### src/reset_seq_pkg.sv
// constants for the display reset sequencer
// assumes one 40 MHz clock; all times converted to cycles here
// Behaviour
// low pulses shorter than 5us on reset line are ignored as spikes.
// low longer than 9us always resets; 5us to 9us may reset.
// spike rejection also applies inside a reset low period already running.
// every reset release reloads id, common voltage and stored settings.
// settings load finishes within 5ms after reset line rises.
// reset while awake runs blanking sequence of at most 120ms.
// reset while asleep keeps panel blank, then defaults restored.
// reset cancel takes at most 5ms asleep, 120ms awake.
// host sends no command until 5ms after releasing reset.
// host sends no exit-sleep until 120ms after releasing reset.
// command interface transactions ignored during reset and reload.
package reset_seq_pkg;
    localparam int unsigned CLK_HZ           = 40_000_000;
    localparam int unsigned SPIKE_NS         = 5_000;
    localparam int unsigned FILTER_NS        = 7_000;
    localparam int unsigned LOAD_MS          = 5;
    localparam int unsigned BLANK_MS         = 120;
    // least times round up
    localparam int unsigned SPIKE_CYC  = (SPIKE_NS * (CLK_HZ / 1_000_000) + 999) / 1000;
    localparam int unsigned FILTER_CYC = (FILTER_NS * (CLK_HZ / 1_000_000) + 999) / 1000;
    // line release to timer start, plus the two exit states
    localparam int unsigned CANCEL_LAG_CYC = FILTER_CYC + 3;
    // longest times round down
    localparam int unsigned LOAD_CYC   = LOAD_MS * (CLK_HZ / 1000);
    localparam int unsigned BLANK_CYC  = BLANK_MS * (CLK_HZ / 1000);
    localparam int unsigned NVM_WORDS  = 8;
    localparam logic [7:0]  NVM_DEFAULT = 8'h00;

    typedef enum logic [2:0] {
        ST_RUN    = 3'b000,
        ST_RESET  = 3'b001,
        ST_LOAD   = 3'b011,
        ST_BLANK  = 3'b010,
        ST_SETTLE = 3'b110
    } seq_state_t;
endpackage : reset_seq_pkg

### src/reset_spike_filter.sv
// glitch filter for the active-low hardware reset line
// assumes input synchronous to clk; output changes only after a stable run
module reset_spike_filter
    import reset_seq_pkg::*;
#(
    parameter int unsigned FILT_CYC = FILTER_CYC
) (
    input  wire logic clk,
    input  wire logic rst,
    input  wire logic ce,
    input  wire logic raw_n,
    output logic      clean_n
);
    logic [15:0] run;
    wire         differs  = raw_n != clean_n;
    wire         run_done = run >= 16'(FILT_CYC - 1);

    always_ff @(posedge clk or posedge rst) begin
        if (rst) begin
            run     <= 16'h0000;
            clean_n <= 1'b1;
        end else if (ce) begin
            if (!differs) begin
                run <= 16'h0000;
            end else if (run_done) begin
                run     <= 16'h0000;
                clean_n <= raw_n;
            end else begin
                run <= run + 16'h0001;
            end
        end
    end

    chk_spike_reject: assert property (@(posedge clk) disable iff (rst)
        (ce && $fell(raw_n) && clean_n) ##1 (raw_n && ce)
        |-> ##1 clean_n)
        else $error("short low pulse caused reset");
    chk_long_low: assert property (@(posedge clk) disable iff (rst)
        (ce && clean_n && run == 16'h0000 && !raw_n) ##1
        ((!raw_n && ce && clean_n) [*8]) |-> ##[0:300] (!clean_n || raw_n || !ce))
        else $error("long reset pulse not taken");
endmodule : reset_spike_filter

### src/display_reset_sequencer.sv
// reset and power sequencer of the display module
// assumes hw_reset_n and cmd inputs synchronous to clk; nvm read takes one cycle
module display_reset_sequencer
    import reset_seq_pkg::*;
#(
    parameter int unsigned LOAD_CYCLES  = LOAD_CYC,
    parameter int unsigned BLANK_CYCLES = BLANK_CYC,
    parameter int unsigned WORDS        = NVM_WORDS
) (
    input  wire logic       clk,
    input  wire logic       rst,
    input  wire logic       ce,
    input  wire logic       hw_reset_n,
    input  wire logic       sleep_out,
    input  wire logic [7:0] nvm_rdata,
    input  wire logic       cmd_valid,
    input  wire logic [7:0] cmd_data,
    output logic [2:0]      nvm_addr,
    output logic            nvm_rd,
    output logic            panel_blank,
    output logic            settings_valid,
    output logic [7:0]      setting_word,
    output logic            cmd_accept,
    output logic [7:0]      cmd_out,
    output logic            ready
);
    // ********************
    // reset line filter
    // ********************
    logic clean_n;
    reset_spike_filter #(.FILT_CYC(FILTER_CYC)) u_filter (
        .clk     (clk),
        .rst     (rst),
        .ce      (ce),
        .raw_n   (hw_reset_n),
        .clean_n (clean_n)
    );

    // ********************
    // sequence state
    // ********************
    seq_state_t  state;
    seq_state_t  next_state;
    logic        was_awake;
    logic [22:0] timer;
    logic [2:0]  idx;
    logic [7:0]  settings [WORDS];
    logic        loaded;

    // full cancel time counted from the line release
    function automatic logic [22:0] cancel_cycles(input logic awake);
        cancel_cycles = awake ? 23'(BLANK_CYCLES) : 23'(LOAD_CYCLES);
    endfunction : cancel_cycles

    // filter lag and exit states taken off, so the whole cancel ends on time
    wire [22:0] timer_limit = cancel_cycles(was_awake) - 23'(CANCEL_LAG_CYC);
    wire        tim_done    = timer >= timer_limit;
    wire load_end = idx == 3'(WORDS - 1);
    wire busy     = state != ST_RUN;

    always_comb begin
        next_state = state;
        unique case (state)
            ST_RUN:    if (!clean_n) next_state = ST_RESET;
            ST_RESET:  if (clean_n) next_state = ST_LOAD;
            ST_LOAD:   if (!clean_n) next_state = ST_RESET;
                       else if (load_end) next_state = ST_BLANK;
            ST_BLANK:  if (!clean_n) next_state = ST_RESET;
                       else if (tim_done) next_state = ST_SETTLE;
            ST_SETTLE: next_state = ST_RUN;
            default:   next_state = ST_RESET;
        endcase
    end

    always_ff @(posedge clk or posedge rst) begin
        if (rst) begin
            state     <= ST_RESET;
            was_awake <= 1'b0;
        end else if (ce) begin
            state <= next_state;
            if (state == ST_RUN && !clean_n) begin
                was_awake <= sleep_out;
            end
        end
    end

    always_ff @(posedge clk or posedge rst) begin
        if (rst) begin
            timer <= 23'h00_0000;
        end else if (ce) begin
            // idle timer kept at zero so a new limit never meets an old count
            if (!busy || state == ST_RESET) begin
                timer <= 23'h00_0000;
            end else if (!tim_done) begin
                timer <= timer + 23'h00_0001;
            end
        end
    end

    // ********************
    // settings reload
    // ********************
    always_ff @(posedge clk or posedge rst) begin
        if (rst) begin
            idx    <= 3'h0;
            loaded <= 1'b0;
        end else if (ce) begin
            if (state != ST_LOAD) begin
                idx <= 3'h0;
            end else if (!load_end) begin
                idx <= idx + 3'h1;
            end
            if (state == ST_RESET) begin
                loaded <= 1'b0;
            end else if (state == ST_LOAD && load_end) begin
                loaded <= 1'b1;
            end
        end
    end

    always_ff @(posedge clk) begin
        if (ce && state == ST_LOAD) begin
            settings[idx] <= nvm_rdata;
        end
    end

    assign nvm_addr = idx;
    assign nvm_rd   = state == ST_LOAD;

    // ********************
    // outputs
    // ********************
    always_ff @(posedge clk or posedge rst) begin
        if (rst) begin
            panel_blank    <= 1'b1;
            settings_valid <= 1'b0;
            setting_word   <= NVM_DEFAULT;
            cmd_out        <= 8'h00;
        end else if (ce) begin
            panel_blank    <= next_state != ST_RUN;
            settings_valid <= loaded;
            setting_word   <= loaded ? settings[0] : NVM_DEFAULT;
            if (cmd_valid && !busy) begin
                cmd_out <= cmd_data;
            end
        end
    end

    assign ready      = !busy;
    assign cmd_accept = cmd_valid && !busy && ce;

    // ********************
    // cancel time watch
    // ********************
    logic        pin_d;
    logic        cancel_run;
    logic [22:0] cancel_cnt;

    // counts from the pin's own release, apart from the sequence timer
    always_ff @(posedge clk or posedge rst) begin
        if (rst) begin
            pin_d      <= 1'b1;
            cancel_run <= 1'b0;
            cancel_cnt <= 23'h00_0000;
        end else if (ce) begin
            pin_d <= hw_reset_n;
            if (!hw_reset_n || !busy) begin
                cancel_run <= 1'b0;
                cancel_cnt <= 23'h00_0000;
            end else if (!pin_d) begin
                cancel_run <= 1'b1;
                cancel_cnt <= 23'h00_0001;
            end else if (cancel_run) begin
                cancel_cnt <= cancel_cnt + 23'h00_0001;
            end
        end
    end

    // ********************
    // checks
    // ********************
    chk_cmd_blocked: assert property (@(posedge clk) disable iff (rst)
        busy |-> !cmd_accept)
        else $error("command accepted during reset");
    chk_blank_reset: assert property (@(posedge clk) disable iff (rst)
        (ce && state == ST_RESET) |=> panel_blank)
        else $error("panel not blank in reset");
    chk_reload_start: assert property (@(posedge clk) disable iff (rst)
        (ce && state == ST_RESET && clean_n) |=> state == ST_LOAD)
        else $error("release did not start reload");
    chk_load_done: assert property (@(posedge clk) disable iff (rst)
        (ce && state == ST_LOAD && load_end && clean_n) |=> loaded)
        else $error("settings load not finished");
    chk_cancel_len: assert property (@(posedge clk) disable iff (rst)
        (state == ST_BLANK && tim_done && clean_n && ce) |=> state == ST_SETTLE)
        else $error("cancel time overrun");
    chk_awake_capture: assert property (@(posedge clk) disable iff (rst)
        (ce && state == ST_RUN && !clean_n) |=> was_awake == $past(sleep_out))
        else $error("sleep state not captured");
    chk_ready_out: assert property (@(posedge clk) disable iff (rst)
        (ce && state == ST_SETTLE) |=> (ready && !panel_blank) || !clean_n)
        else $error("not ready after cancel");
    chk_timer_cap: assert property (@(posedge clk) disable iff (rst)
        timer <= timer_limit)
        else $error("timer beyond limit");
    chk_cancel_max: assert property (@(posedge clk) disable iff (rst)
        (ce && cancel_run) |-> cancel_cnt <= cancel_cycles(was_awake))
        else $error("reset cancel too long");
    chk_awake_cancel: assert property (@(posedge clk) disable iff (rst)
        (ce && $rose(ready) && cancel_run && was_awake) |-> cancel_cnt == cancel_cycles(1'b1))
        else $error("awake cancel time wrong");
    chk_settings_hold: assert property (@(posedge clk) disable iff (rst)
        (ce && state == ST_SETTLE) |-> settings_valid)
        else $error("settings not loaded at cancel end");
    chk_cmd_capture: assert property (@(posedge clk) disable iff (rst)
        cmd_accept |=> cmd_out == $past(cmd_data))
        else $error("accepted command not kept");

    cov_awake_reset:  cover property (@(posedge clk) state == ST_BLANK && was_awake);
    cov_asleep_reset: cover property (@(posedge clk) state == ST_BLANK && !was_awake);
    cov_cmd_taken:    cover property (@(posedge clk) cmd_accept);
    cov_cancel_done:  cover property (@(posedge clk) $rose(ready) && cancel_run);
endmodule : display_reset_sequencer

### config.mk
export PLATFORM = sky130hd
export DESIGN_NAME = display_reset_sequencer
export DESIGN_NICKNAME = d
export VERILOG_FILES = /design/src/reset_seq_pkg.sv /design/src/reset_spike_filter.sv /design/src/display_reset_sequencer.sv
export SDC_FILE = /design/constraint.sdc
export NUM_CORES = 1
export LEC_CHECK = 0
export ABC_AREA = 1
export ABC_CLOCK_PERIOD_IN_PS = 3200
export BUFFER_PORTS_ARGS = -buffer_cell sky130_fd_sc_hd__buf_2
export CAP_MARGIN = 20
export CORE_MARGIN = 4
export CORE_UTILIZATION = 30
export CTS_BUF_LIST = sky130_fd_sc_hd__clkbuf_8 sky130_fd_sc_hd__clkbuf_16
export DETAILED_ROUTE_END_ITERATION = 10
export GPL_TIMING_DRIVEN = 1
export PLACE_DENSITY = 0.55
export REMOVE_ABC_BUFFERS = 1
export SYNTH_ARGS = -nofsm -noshare
export SYNTH_HDL_FRONTEND = slang
export SYNTH_HIERARCHICAL = 1
export SYNTH_SLANG_ARGS = --single-unit
### constraint.sdc
create_clock -name clk -period 3.2 [get_ports clk]
set_input_delay 0.96 -clock clk [delete_from_list [all_inputs] [get_ports clk]]
set_output_delay 0.96 -clock clk [all_outputs]
set_load 0.1 [all_outputs]
Word-level counts from Yosys, hierarchy flattened. Memory sizes are Yosys's and may differ from the RTL's. Cells that the tools add are included.

Bits in registers: 66. Latch bits: 0. Memory bits (writable): 64. ROM bits: 0. Output and inout port bits: 24. Word-level logic and storage cells: 64. Memories: 1.

Memories: settings (depth 8, width 8, rd ports 1, clocked after memory_dff 0, wr ports 1, RTL line display_reset_sequencer.sv:47) `logic [7:0] settings [WORDS];`.

Add/sub/neg operators: 4. Multiply operators: 0. Divide/modulo/power cells: 0. $lt $le $gt $ge: 2. Eq/ne operators: 9. Shift operators: 0. Multiplexer cells: 19. Bitwise gates (word level): 0. Reductions and logical operators: 18.

Operators with widths (count): $mux 23 (3); $mux 16 (2); $mux 3 (8); $add 23x1->23 const B (1); $ge 23x23->1 (1); $sub 23x9->23 const B (1); $add 16x1->16 const B (1); $ge 16x9->1 const B (1); $pmux 3 s5 (1); $reduce_and 2->1 (5); $mux 8 (1); $eq 3x2->1 const B (2); $eq 3x3->1 const B (2); $reduce_bool 3->1 (2); $logic_and 1x1->1 (5); $mux 1 (4); $ne 2x1->1 const B (2); $add 3x1->3 const B (1); $eq 3x1->1 const B (1); $logic_not 3->1 (1); $ne 3x2->1 const B (1); $reduce_and 3->1 (1); $logic_not 1->1 (2); $reduce_bool 2->1 (1); other kinds (2) (2).

Logic depth before layout (Yosys ltp). Gate-level depths: netlist of the first run.

Depth in word-level cells: 7. Depth in mapped cells: 13. Gate-level depth less buffers: 12.

Hierarchy. Netlist of the first run, hierarchy kept.

Modules (own cells, without submodules): display_reset_sequencer (instances 1, cells each 468, area an instance 3570.9 sq um, seq. area each 1468.9 sq um); reset_spike_filter (instances 1, cells each 103, area an instance 878.3 sq um, seq. area each 426.7 sq um).

Worst setup path after synthesis of the first run. OpenSTA, ideal clock, no wires.

Path type: register to register. Start: register state[0]. End: memory settings[0][0], enable pin. Setup time: 0.395 ns. Arrival: 3.998 ns. Data required time: 2.805 ns. Setup slack: -1.192 ns. Cell stages (with the launch flop): 5. Buffers on the path: 0. Clock period less this slack: 4.392 ns. Path through: dfstp_2 inv_1 nor3_1 nand2_1 nor4_1.

Longest elaborated chain between the ends: 4.

Ends and longest elaborated chain: from (decl) (RTL line display_reset_sequencer.sv:42) `seq_state_t state;`; from (signal assigned) (RTL line display_reset_sequencer.sv:80) `state <= next_state;`; $eq 3x2->1; via nvm_rd (RTL line display_reset_sequencer.sv:19) `output logic nvm_rd,`; $logic_and 1x1->1 (RTL line display_reset_sequencer.sv:122) `if (ce && state == ST_LOAD) begin`; $mux 1 (RTL line display_reset_sequencer.sv:122); $mux 1 (not written as such) (RTL line display_reset_sequencer.sv:123) `settings[idx] <= nvm_rdata;`; to (decl) (RTL line display_reset_sequencer.sv:47).

The timed path passes the listed nets, and every way through them passes these cells.

Worst setup path after layout of the first run.
Start: register state[0]. End: output port nvm_rd.

Longest elaborated chain between the ends: 1.

Ends and longest elaborated chain: $eq 3x2->1 (RTL line display_reset_sequencer.sv:128) `assign nvm_rd = state == ST_LOAD;`; to (decl) (RTL line display_reset_sequencer.sv:19).

No other way between the ends.

==> impl_results.md, run 1 <==
* Static leakage at 0.00258 µW
* Post-Syn Area at 4450 µm²
* Die Y at 130 µm
* Setup TNS at 0 ns
* Post-Synth Adder-Cell Area at 0.0337
* Net count reported at finish at 649
* Core box area at around 15000 µm²
* Fmax at around 370 MHz
* Largest net degree at the start of global routing at 42
* Yosys cell types at 38
* H-tree levels at 3
* WL met2 at roughly 5000 µm
* Routed vias/inst at ~4.6
* Number of diodes at 0
* GP Congestion at 0.871
* Worst setup EP type: primary output
* Leading area contributor after synthesis: dfrtp_1
* Cts bufs inserted at 9
* CP Buf/Inv Count at 3
* Post-Synthesis Cells at about 570
* Final setup viols at 0
* Met3 wire length at roughly 500 µm
* Metal-1 WL at 4910 µm
* Die area at 16800 µm²
* Fraction of layout cells with a size suffix above 1 at 0.176
* WL final at about 10000 µm
* I/O Pins at 46
* Top Layer Used: met4
* Synth Area in Compound Gates at 0.0442
* Clock Tree Buf Depth at 2
* Peak supply drop at about 620 µV
* Core Rows at 44
* Worst-Margin Slew at 0.888 ns
* Fill count at 1552
* CP max stage delay at 0.55 ns
* Crit-path max FO at 6
* Worst-path clk slew at ~0.06 ns
* Crit-path cells: inv_1 > nor3_1 > buf_4 > buf_2
* Max-cap violation count at 0
* Post-synth ARST share at 0.892
* Mux share of post-synthesis cell area at 0.0202
* Initial Util at 0.306
* Critical path arrival at 1.74 ns
* PortBufs at 45
* Iteration count of the initial detailed-routing pass at 4
* Delay-heaviest family, CP: buffers and inverters
* Gr usage total at 0.133
* CP startpoint kind: flip-flop
* Simple-gate portion of the synthesized area at 0.341
* Ranking of synthesized cells by area: dfrtp_1 35%, nand2_1 13%, nor2_1 6.6%
* EDFF count, synth at 8
* Synth Flop Type: dfrtp_1
* Min-delay worst type: reg -> reg
* Warnings, synthesis at 6
* Post-synthesis sequential area ratio at 0.426
* Vias in the first global route at around 3700
* Slowest CP cell: dfstp_2
* RSZ-0062 raised after global routing: false
* Largest family of logic cells by synthesized area: simple AND/OR/NAND/NOR gates
* CTS tree: done
* Synth top area share at 0.354
* Fraction of synthesized cell area in xor and xnor cells at 0.0374
* Final Util at 0.354
* Syn Area/Cell at 7.79 µm²
* Layout area overhead at 15.7%
* Setup CP Type: reg -> out
* Clock Skew at 0.0111 ns
* Shortest period the worst path allows at 2.70 ns
* Top cells by count, synth: 157 x nand2_1, 78 x nor2_1, 74 x inv_1
* Grt ovf at 0
* First-pass GRT wire length at ~18000 µm
* Die width at between 100 and 150 µm
* Period utilization at 0.845
* Most frequent cell after synthesis: nand2_1
* Status: completed
* Remaining DRCs at 0
* Clock latency at the later pin of the worst-skew pair at 0.34 ns
* WL/cell at 13.0 µm
* Root buffer cell: clkbuf_16
* CP Data Required Time at 2.24 ns
* Min Hold Slack at 0.475 ns
* Rel. slew slack at 0.407
* ANT nets after route at 0
* Post-CTS Resized at 0
* Pwr Density at 619 nW/µm²
* Hold Violations, Final at 0
* Vias post-DR at 3724
* Initial antenna violation count at 0
* Clk sinks at between 70 and 80
* Hold-fix buffers at CTS at 0
* Register bit total from synthesis at 74
* Max Slew Vio Count at 0
* Setup Buffers After CTS at 0
* HPWL after DPL at 7280 µm
* Iter 0 DRT Violations at 154
-- logic make-up (layout without fill, tap and decap cells) --
group / after synthesis / in the layout
DFF: 74 / 74
AOI/OAI and AO/OA: 27 / 27
buffers and inverters: 97 / 146
muxes: 8 / 8
and+or+nand+nor: 334 / 334
xor gates and xnor gates: 19 / 19
adders and majority gates: 12 / 12
-- worst paths after layout --
kind                            slack (ns)             start  cells after the start                to
max in group asynchronous             1.71               rst                      3   setting_word[3]
worst max register to register        0.85         was_awake                     11          timer[7]
min in group asynchronous             0.74               rst                      2  u_filter/run[15]
worst max-delay path                  0.50          state[0]                      4            nvm_rd
worst min-delay path                  0.48  u_filter/run[14]                      2  u_filter/run[14]
worst min register to register        0.48  u_filter/run[14]                      2  u_filter/run[14]
-- placed cells by master (no fill, tap or decap), types with 11 or more instances in the layout --
cell	n
nand3_1	45
nand2_1	157
xor2_1	17
nand3_2	11
nand4_1	28
ha_1	12
nor2_1	78
buf_2	44
dfrtp_1	63
inv_1	74
-- tightest hold or removal path, delay by kind of cell (launching register included) --
kind | cells | cell delay [ns]
flip-flops | 1 | 0.32
buffers and inverters | 1 | 0.05
AND/OR/NAND/NOR | 1 | 0.07
-- sequential cells by signal, indices dropped and copies added (netlist names) --
signal,count
timer,23
u_filter/clean_n,1
state,3
setting_word,8
u_filter/run,16
nvm_addr,3
panel_blank,1
settings_valid,1
settings,8
loaded,1
cmd_out,8
was_awake,1
-- metrics by stage --
step | cells | total power (µW) | instance area (µm²) | worst slack [ns]
final | 804 | 3180 | 5150 | 0.497
after CTS | 804 | 3220 | 5150 | 0.478
after global routing | 804 | 3340 | 5150 | 0.416
after global placement | 788 | 2120 | 4840 | 0.678
after detailed placement | 788 | 2130 | 4840 | 0.672
after floorplan | 551 | 1910 | 4310 | -1.19
-- where the power goes --
part	total (µW)	switching, µW	internal (µW)	leakage [µW]
clock network	1070	397	675	0.000156
logic	983	789	194	0.00146
registers	1130	75.3	1050	0.000961
total	3180	1260	1920	0.00258
-- cell type report --
class	count	area [µm²]	share of cell area
clock buffer	9	225	0.0438
inverter	77	289	0.0562
tap	184	230	0.0447
sequential	74	1900	0.368
clock inverter	7	85.1	0.0165
multi-input combinational	400	2120	0.412
timing repair buffer	53	300	0.0584
-- layer usage --
metal / track usage / vias up
li1: - / 1898
met1: 0.177 / 1734
met2: 0.209 / 78
met3: 0.0327 / 14
met4: 0.0483 / 0
met5: 0 / -
(Power assumes the default switching activity.)
==> run 2, diff against run 1 <==
- ABC_CLOCK_PERIOD_IN_PS: 3200 -> 2160
- PLACE_DENSITY: 0.55 -> 0.57
- clock period: 3.2 -> 2.16 ns (I/O delays scaled with it)
==> run 2 against run 1 <==
Compared with the run above: global-route usage is 0.15 points lower; routed wire length increased by 2.4%; largest power group unchanged; combinational power rose by 59%.
==> impl_results.md, run 2 (synthesis gave the netlist of run 1 again) <==
* Clock Power Share at 0.296
* Critical path arrival at 1.45 ns
* I/O Pins at 46
* Post-route design area at 5310 µm²
* Remaining DRCs at 0
* Hold Violations, Final at 0
* Critical Path Source: state[0]
* Clk sinks at 74
* Internal power at 2720 µW
* Core box area at around 15000 µm²
* Fraction of layout cells with a size suffix above 1 at 0.202
* Worst-path clk slew at 0.06 ns
* Reg with most FFs: timer
* Die Y at 130 µm
* CP max stage delay at around 0.56 ns
* Worst setup EP type: primary output
* Net count reported at finish at 662
* Iteration count of the initial detailed-routing pass at 4
* Worst setup path endpoint: nvm_rd
* Layout area overhead at 19.3%
* Clock latency at the later pin of the worst-skew pair at around 0.33 ns
* Initial antenna violation count at 0
* Commonest non-fill, non-tap cell in the layout: nand2_1
* Period utilization at 0.972
* Die area at 16800 µm²
* Largest net degree at the start of global routing at 33
* Status: completed
* CP Data Required Time at 1.51 ns
* Grt ovf at 0
* Worst-Margin Slew at 0.683 ns
* Root buffer cell: clkbuf_16
* Flop pwr share at 0.365
* ANT nets after route at 0
* Pwr Density at 863 nW/µm²
* Crit-path cells: inv_1 > nor3_2 > buf_4 > buf_12
* Peak supply drop at 631 µV
* Max Slew Vio Count at 0
* First-pass GRT wire length at 18000 µm
* Switching part of the total at 0.406
* Most frequent cells in the layout: 156 x nand2_1, 77 x nor2_1, 72 x inv_1
* Max-cap violation count at 0
* GP Congestion at 0.854
* Largest regs: timer (23), u_filter/run (16)
* WL/cell at 13.1 µm
* Setup CP Type: reg -> out
* Clock Skew at 0.00566 ns
* Initial Util at 0.306
* Fill count at 1533
* Core Rows at between 40 and 50
* Die width at 130 µm
* Gr usage total at 0.131
* Slowest CP cell: dfstp_2
* Final Util at 0.365
* RSZ-0062 raised after global routing: true
* Crit-path max FO at 4
* Min-delay worst type: in -> async
* Vias post-DR at 3856
* R2R Setup Slk at 0.17 ns
* Vias in the first global route at 3819
* H-tree levels at 3
* Shortest period the worst path allows at 2.10 ns
* R2r endpoint: timer[10]
* Final setup viols at 0
* Max FFs per register at 23
* WL final at 10700 µm
* Number of diodes at 0
* Reg2reg start: was_awake
* Static leakage at 0.00266 µW
* Cts bufs inserted at 9
* Worst reg2reg path depth at 12
* PortBufs at between 40 and 50
* Iter 0 DRT Violations at 194
* HPWL after DPL at ~7600 µm
* Hold-fix buffers at CTS at 0
* Combinational share of power at 0.339
* Setup TNS at 0 ns
* Dpl cell area at around 5000 µm²
* Routed vias/inst at 4.72
* Clock Tree Buf Depth at 2
* CP startpoint kind: flip-flop
* Rel. slew slack at 0.544
* Fmax at 476 MHz
* CTS tree: done
* NetSw at 1860 µW
-- run 2: changes by cell type in the layout (fill, tap and decap cells not counted), sizes merged --
cell	previous run	this run
buf	53	65
bufinv	2	0
nand3	58	59
clkbuf	9	10
clkinvlp	0	1
-- run 2: worst min-delay path by stage --
stage,from,to,cells after the start
floorplan,u_filter/run[9],u_filter/run[9],2
global placement,settings[0][2],setting_word[2],2
detailed placement,setting_word[0],setting_word[0],2
CTS,rst,state[2],2
global route,rst,state[2],2
finish,rst,state[2],2
-- run 2: what timing repair did --
| action | in CTS | in global routing |
|---|---|---|
| gates cloned | 0 | 1 |
| resized for setup | 3 | 6 |
| setup buffers | 0 | 4 |
| pin swaps | 0 | 4 |
| setup endpoints to repair | 1 | 25 |
-- run 2: power groups by stage --
stage          registers (µW)  logic, µW  clock network (µW)
5_1_grt                  1700       1660                1470
6_report                 1670       1560                1350
4_1_cts                  1670       1520                1410
3_5_place_dp             1690       1510                   0
2_1_floorplan            2300        531                   0
3_3_place_gp             1690       1490                   0
-- run 2: stage by stage --
stage | power [µW] | instances | setup WS (ns) | hold WS (ns)
finish | 4580 | 817 | 0.0604 | 0.329
global route | 4820 | 817 | -0.0199 | 0.348
CTS | 4600 | 812 | 0.000422 | 0.332
detailed placement | 3200 | 796 | 0.0555 | 0.461
floorplan | 2830 | 551 | -2.23 | 0.445
global placement | 3180 | 796 | 0.116 | 0.451
-- run 2: critical path: cells and delay by family (launching register included) --
kind	cells	cell delay [ns]
buf+inv	3	0.41
flops	1	0.56
simple gates	1	0.15
-- run 2: area by class of cell --
| class | count | area [µm²] | share of cell area |
|---|---|---|---|
| multi-input cells | 401 | 2160 | 0.407 |
| flip-flops and latches | 74 | 1900 | 0.357 |
| repair buffers | 65 | 458 | 0.0863 |
| inverters | 77 | 289 | 0.0544 |
| clock buffers | 10 | 239 | 0.0450 |
| well taps | 184 | 230 | 0.0434 |
| clock inverters | 6 | 33.8 | 0.00636 |
-- run 2: routing by layer --
layer / GRT usage / vias up / share of wire
li1: - / 1934 / -
met1: 0.173 / 1838 / 0.46
met2: 0.213 / 74 / 0.49
met3: 0.0291 / 10 / 0.040
met4: 0.0446 / 0 / 0.012
met5: 0 / - / 0
==> run 3, diff against run 2 <==
- CELL_PAD_IN_SITES_DETAIL_PLACEMENT: default -> 1
- CELL_PAD_IN_SITES_GLOBAL_PLACEMENT: default -> 2
- PLACE_DENSITY: 0.57 -> 0.82
==> run 3 against run 2 <==
Compared with the run above: critical path depth increased by 2; non-clock buffer count rose by 1; clock power is 4% higher; total power up 1.2%; global-route usage up 2.5 points; highest routed layer unchanged; sequential share of layout area unchanged; count of clock-buffer cells in the layout is the same; critical path type unchanged.
==> impl_results.md, run 3 (synthesis gave the netlist of run 1 again) <==
* Status: completed
* Peak supply drop at about 1000 µV
* Most frequent cells in the layout: 156 x nand2_1, 78 x nor2_1, 71 x inv_1
* Vias post-DR at roughly 4000
* R2R Setup Slk at approximately 0.22 ns
* Crit-path max FO at 4
* Setup CP Type: reg -> out
* Reg with most FFs: timer
* Initial antenna violation count at 0
* Core box area at 14500 µm²
* Hold Violations, Final at 0
* Remaining DRCs at 0
* CTS tree: done
* Iteration count of the initial detailed-routing pass at 4
* Hold-fix buffers at CTS at 0
* Most frequent cell on the critical path: nor2_4
* Critical path arrival at 1.50 ns
* Vias in the first global route at 4187
* CP startpoint kind: flip-flop
* Commonest non-fill, non-tap cell in the layout: nand2_1
* Pwr Density at about 870 nW/µm²
* Post-route design area at around 5300 µm²
* Pwr Total at around 4600 µW
* Net count reported at finish at 662
* Worst-path clk slew at approximately 0.060 ns
* Die area at 16800 µm²
* Dpl cell area at 5000 µm²
* Initial Util at 0.306
* CP max stage delay at ~0.4 ns
* CP Data Required Time at 1.51 ns
* Clock Skew at 0.00774 ns
* ANT nets after route at 0
* Largest regs: timer (23), u_filter/run (16)
* Shortest period the worst path allows at 2.14 ns
* Final setup viols at 0
* Clock Tree Buf Depth at 2
* Clk sinks at 74
* Slowest CP cell: dfrtp_1
* Number of diodes at 0
* Worst setup path endpoint: cmd_accept
* Static leakage at ~0.0027 µW
* I/O Pins at between 40 and 50
* Max-cap violation count at 0
* WL final at 12300 µm
* PortBufs at between 40 and 50
* Largest net degree at the start of global routing at 52
* Min-delay worst type: in -> async
* Dpl ws at 0.109 ns
* Metal-1 WL at between 5000 and 6000 µm
* Final worst setup slack at 0.0163 ns
* Cts bufs inserted at 9
* Max Slew Vio Count at 0
* Fraction of layout cells with a size suffix above 1 at 0.204
* Gr usage total at 0.156
* R2r endpoint: timer[11]
* Clock latency at the later pin of the worst-skew pair at between 0.3 and 0.4 ns
* H-tree levels at 3
* Period utilization at 0.992
* Max FFs per register at 23
* WL met2 at between 5000 and 6000 µm
* Grt ovf at 0
* Met3 wire length at roughly 540 µm
* WL/cell at ~15 µm
* Iter 0 DRT Violations at 126
* Fmax at 466 MHz
* Layout area overhead at 19.3%
* Top Layer Used: met4
* RSZ-0062 raised after global routing: true
* Core Rows at 44
* Worst setup EP type: primary output
* Rel. slew slack at 0.550
* HPWL after DPL at roughly 9000 µm
* Crit-path cells: nor2_1 > inv_1 > nor2_4 > nand2_2 > nor2_4 > buf_12
* Root buffer cell: clkbuf_16
* Worst-Margin Slew at 0.674 ns
* First-pass GRT wire length at 20800 µm
* Critical Path Source: state[1]
* Die Y at 130 µm
* GP Congestion at between 0.8 and 0.9
* Die width at 130 µm
* Min Hold Slack at 0.364 ns
* Worst reg2reg path depth at 9
* Routed vias/inst at around 4.8
* Reg2reg start: state[1]
==> run 3: per-stage QoR <==
step,utilization,setup TNS [ns],cells
floorplan,-,-32.95,551
global placement,0.344,0,799
detailed placement,0.344,0,799
CTS,0.364,0,816
global route,0.365,-0.0295,817
finish,0.365,0,817
==> run 3: report_power, final <==
group	internal [µW]	leakage (µW)	switching [µW]
combinational	346	0.00155	1200
sequential	1560	0.000961	120
clock	808	0.000139	602
total	2710	0.00265	1930
==> run 3: worst min-delay path by stage <==
stage | from | to | slack [ns]
floorplan | u_filter/run[9] | u_filter/run[9] | 0.45
global placement | settings[0][2] | setting_word[2] | 0.46
detailed placement | settings[0][2] | setting_word[2] | 0.47
CTS | rst | timer[22] | 0.37
global route | rst | timer[22] | 0.39
finish | rst | timer[22] | 0.36
==> run 3: layout make-up <==
type                            instances  area, µm²
Clock buffer                           10        239
Clock inverter                          6       40.0
Fill cell                            1812       9230
Inverter                               77        293
Multi-Input combinational cell        400       2130
Sequential cell                        74       1900
Tap cell                              184        230
Timing Repair Buffer                   66        478
==> run 3: worst max-delay path, delay by kind of cell, from the launching register on <==
kind / cells / cell delay (ns)
buffers and inverters: 2 / 0.27
flip-flops: 1 / 0.41
AND/OR/NAND/NOR: 4 / 0.47
==> run 3: layer usage <==
layer	GRT usage	vias to the layer above
met1	0.195	1919
met2	0.266	73
met3	0.0356	12
met5	0	-
met4	0.0513	0
li1	-	1922
==> run 3: repair_timing <==
action	CTS	global route
endpoints found under the setup margin	2	25
cloned	0	0
resized for setup	2	3
setup buffers	1	1
pin swaps	0	1
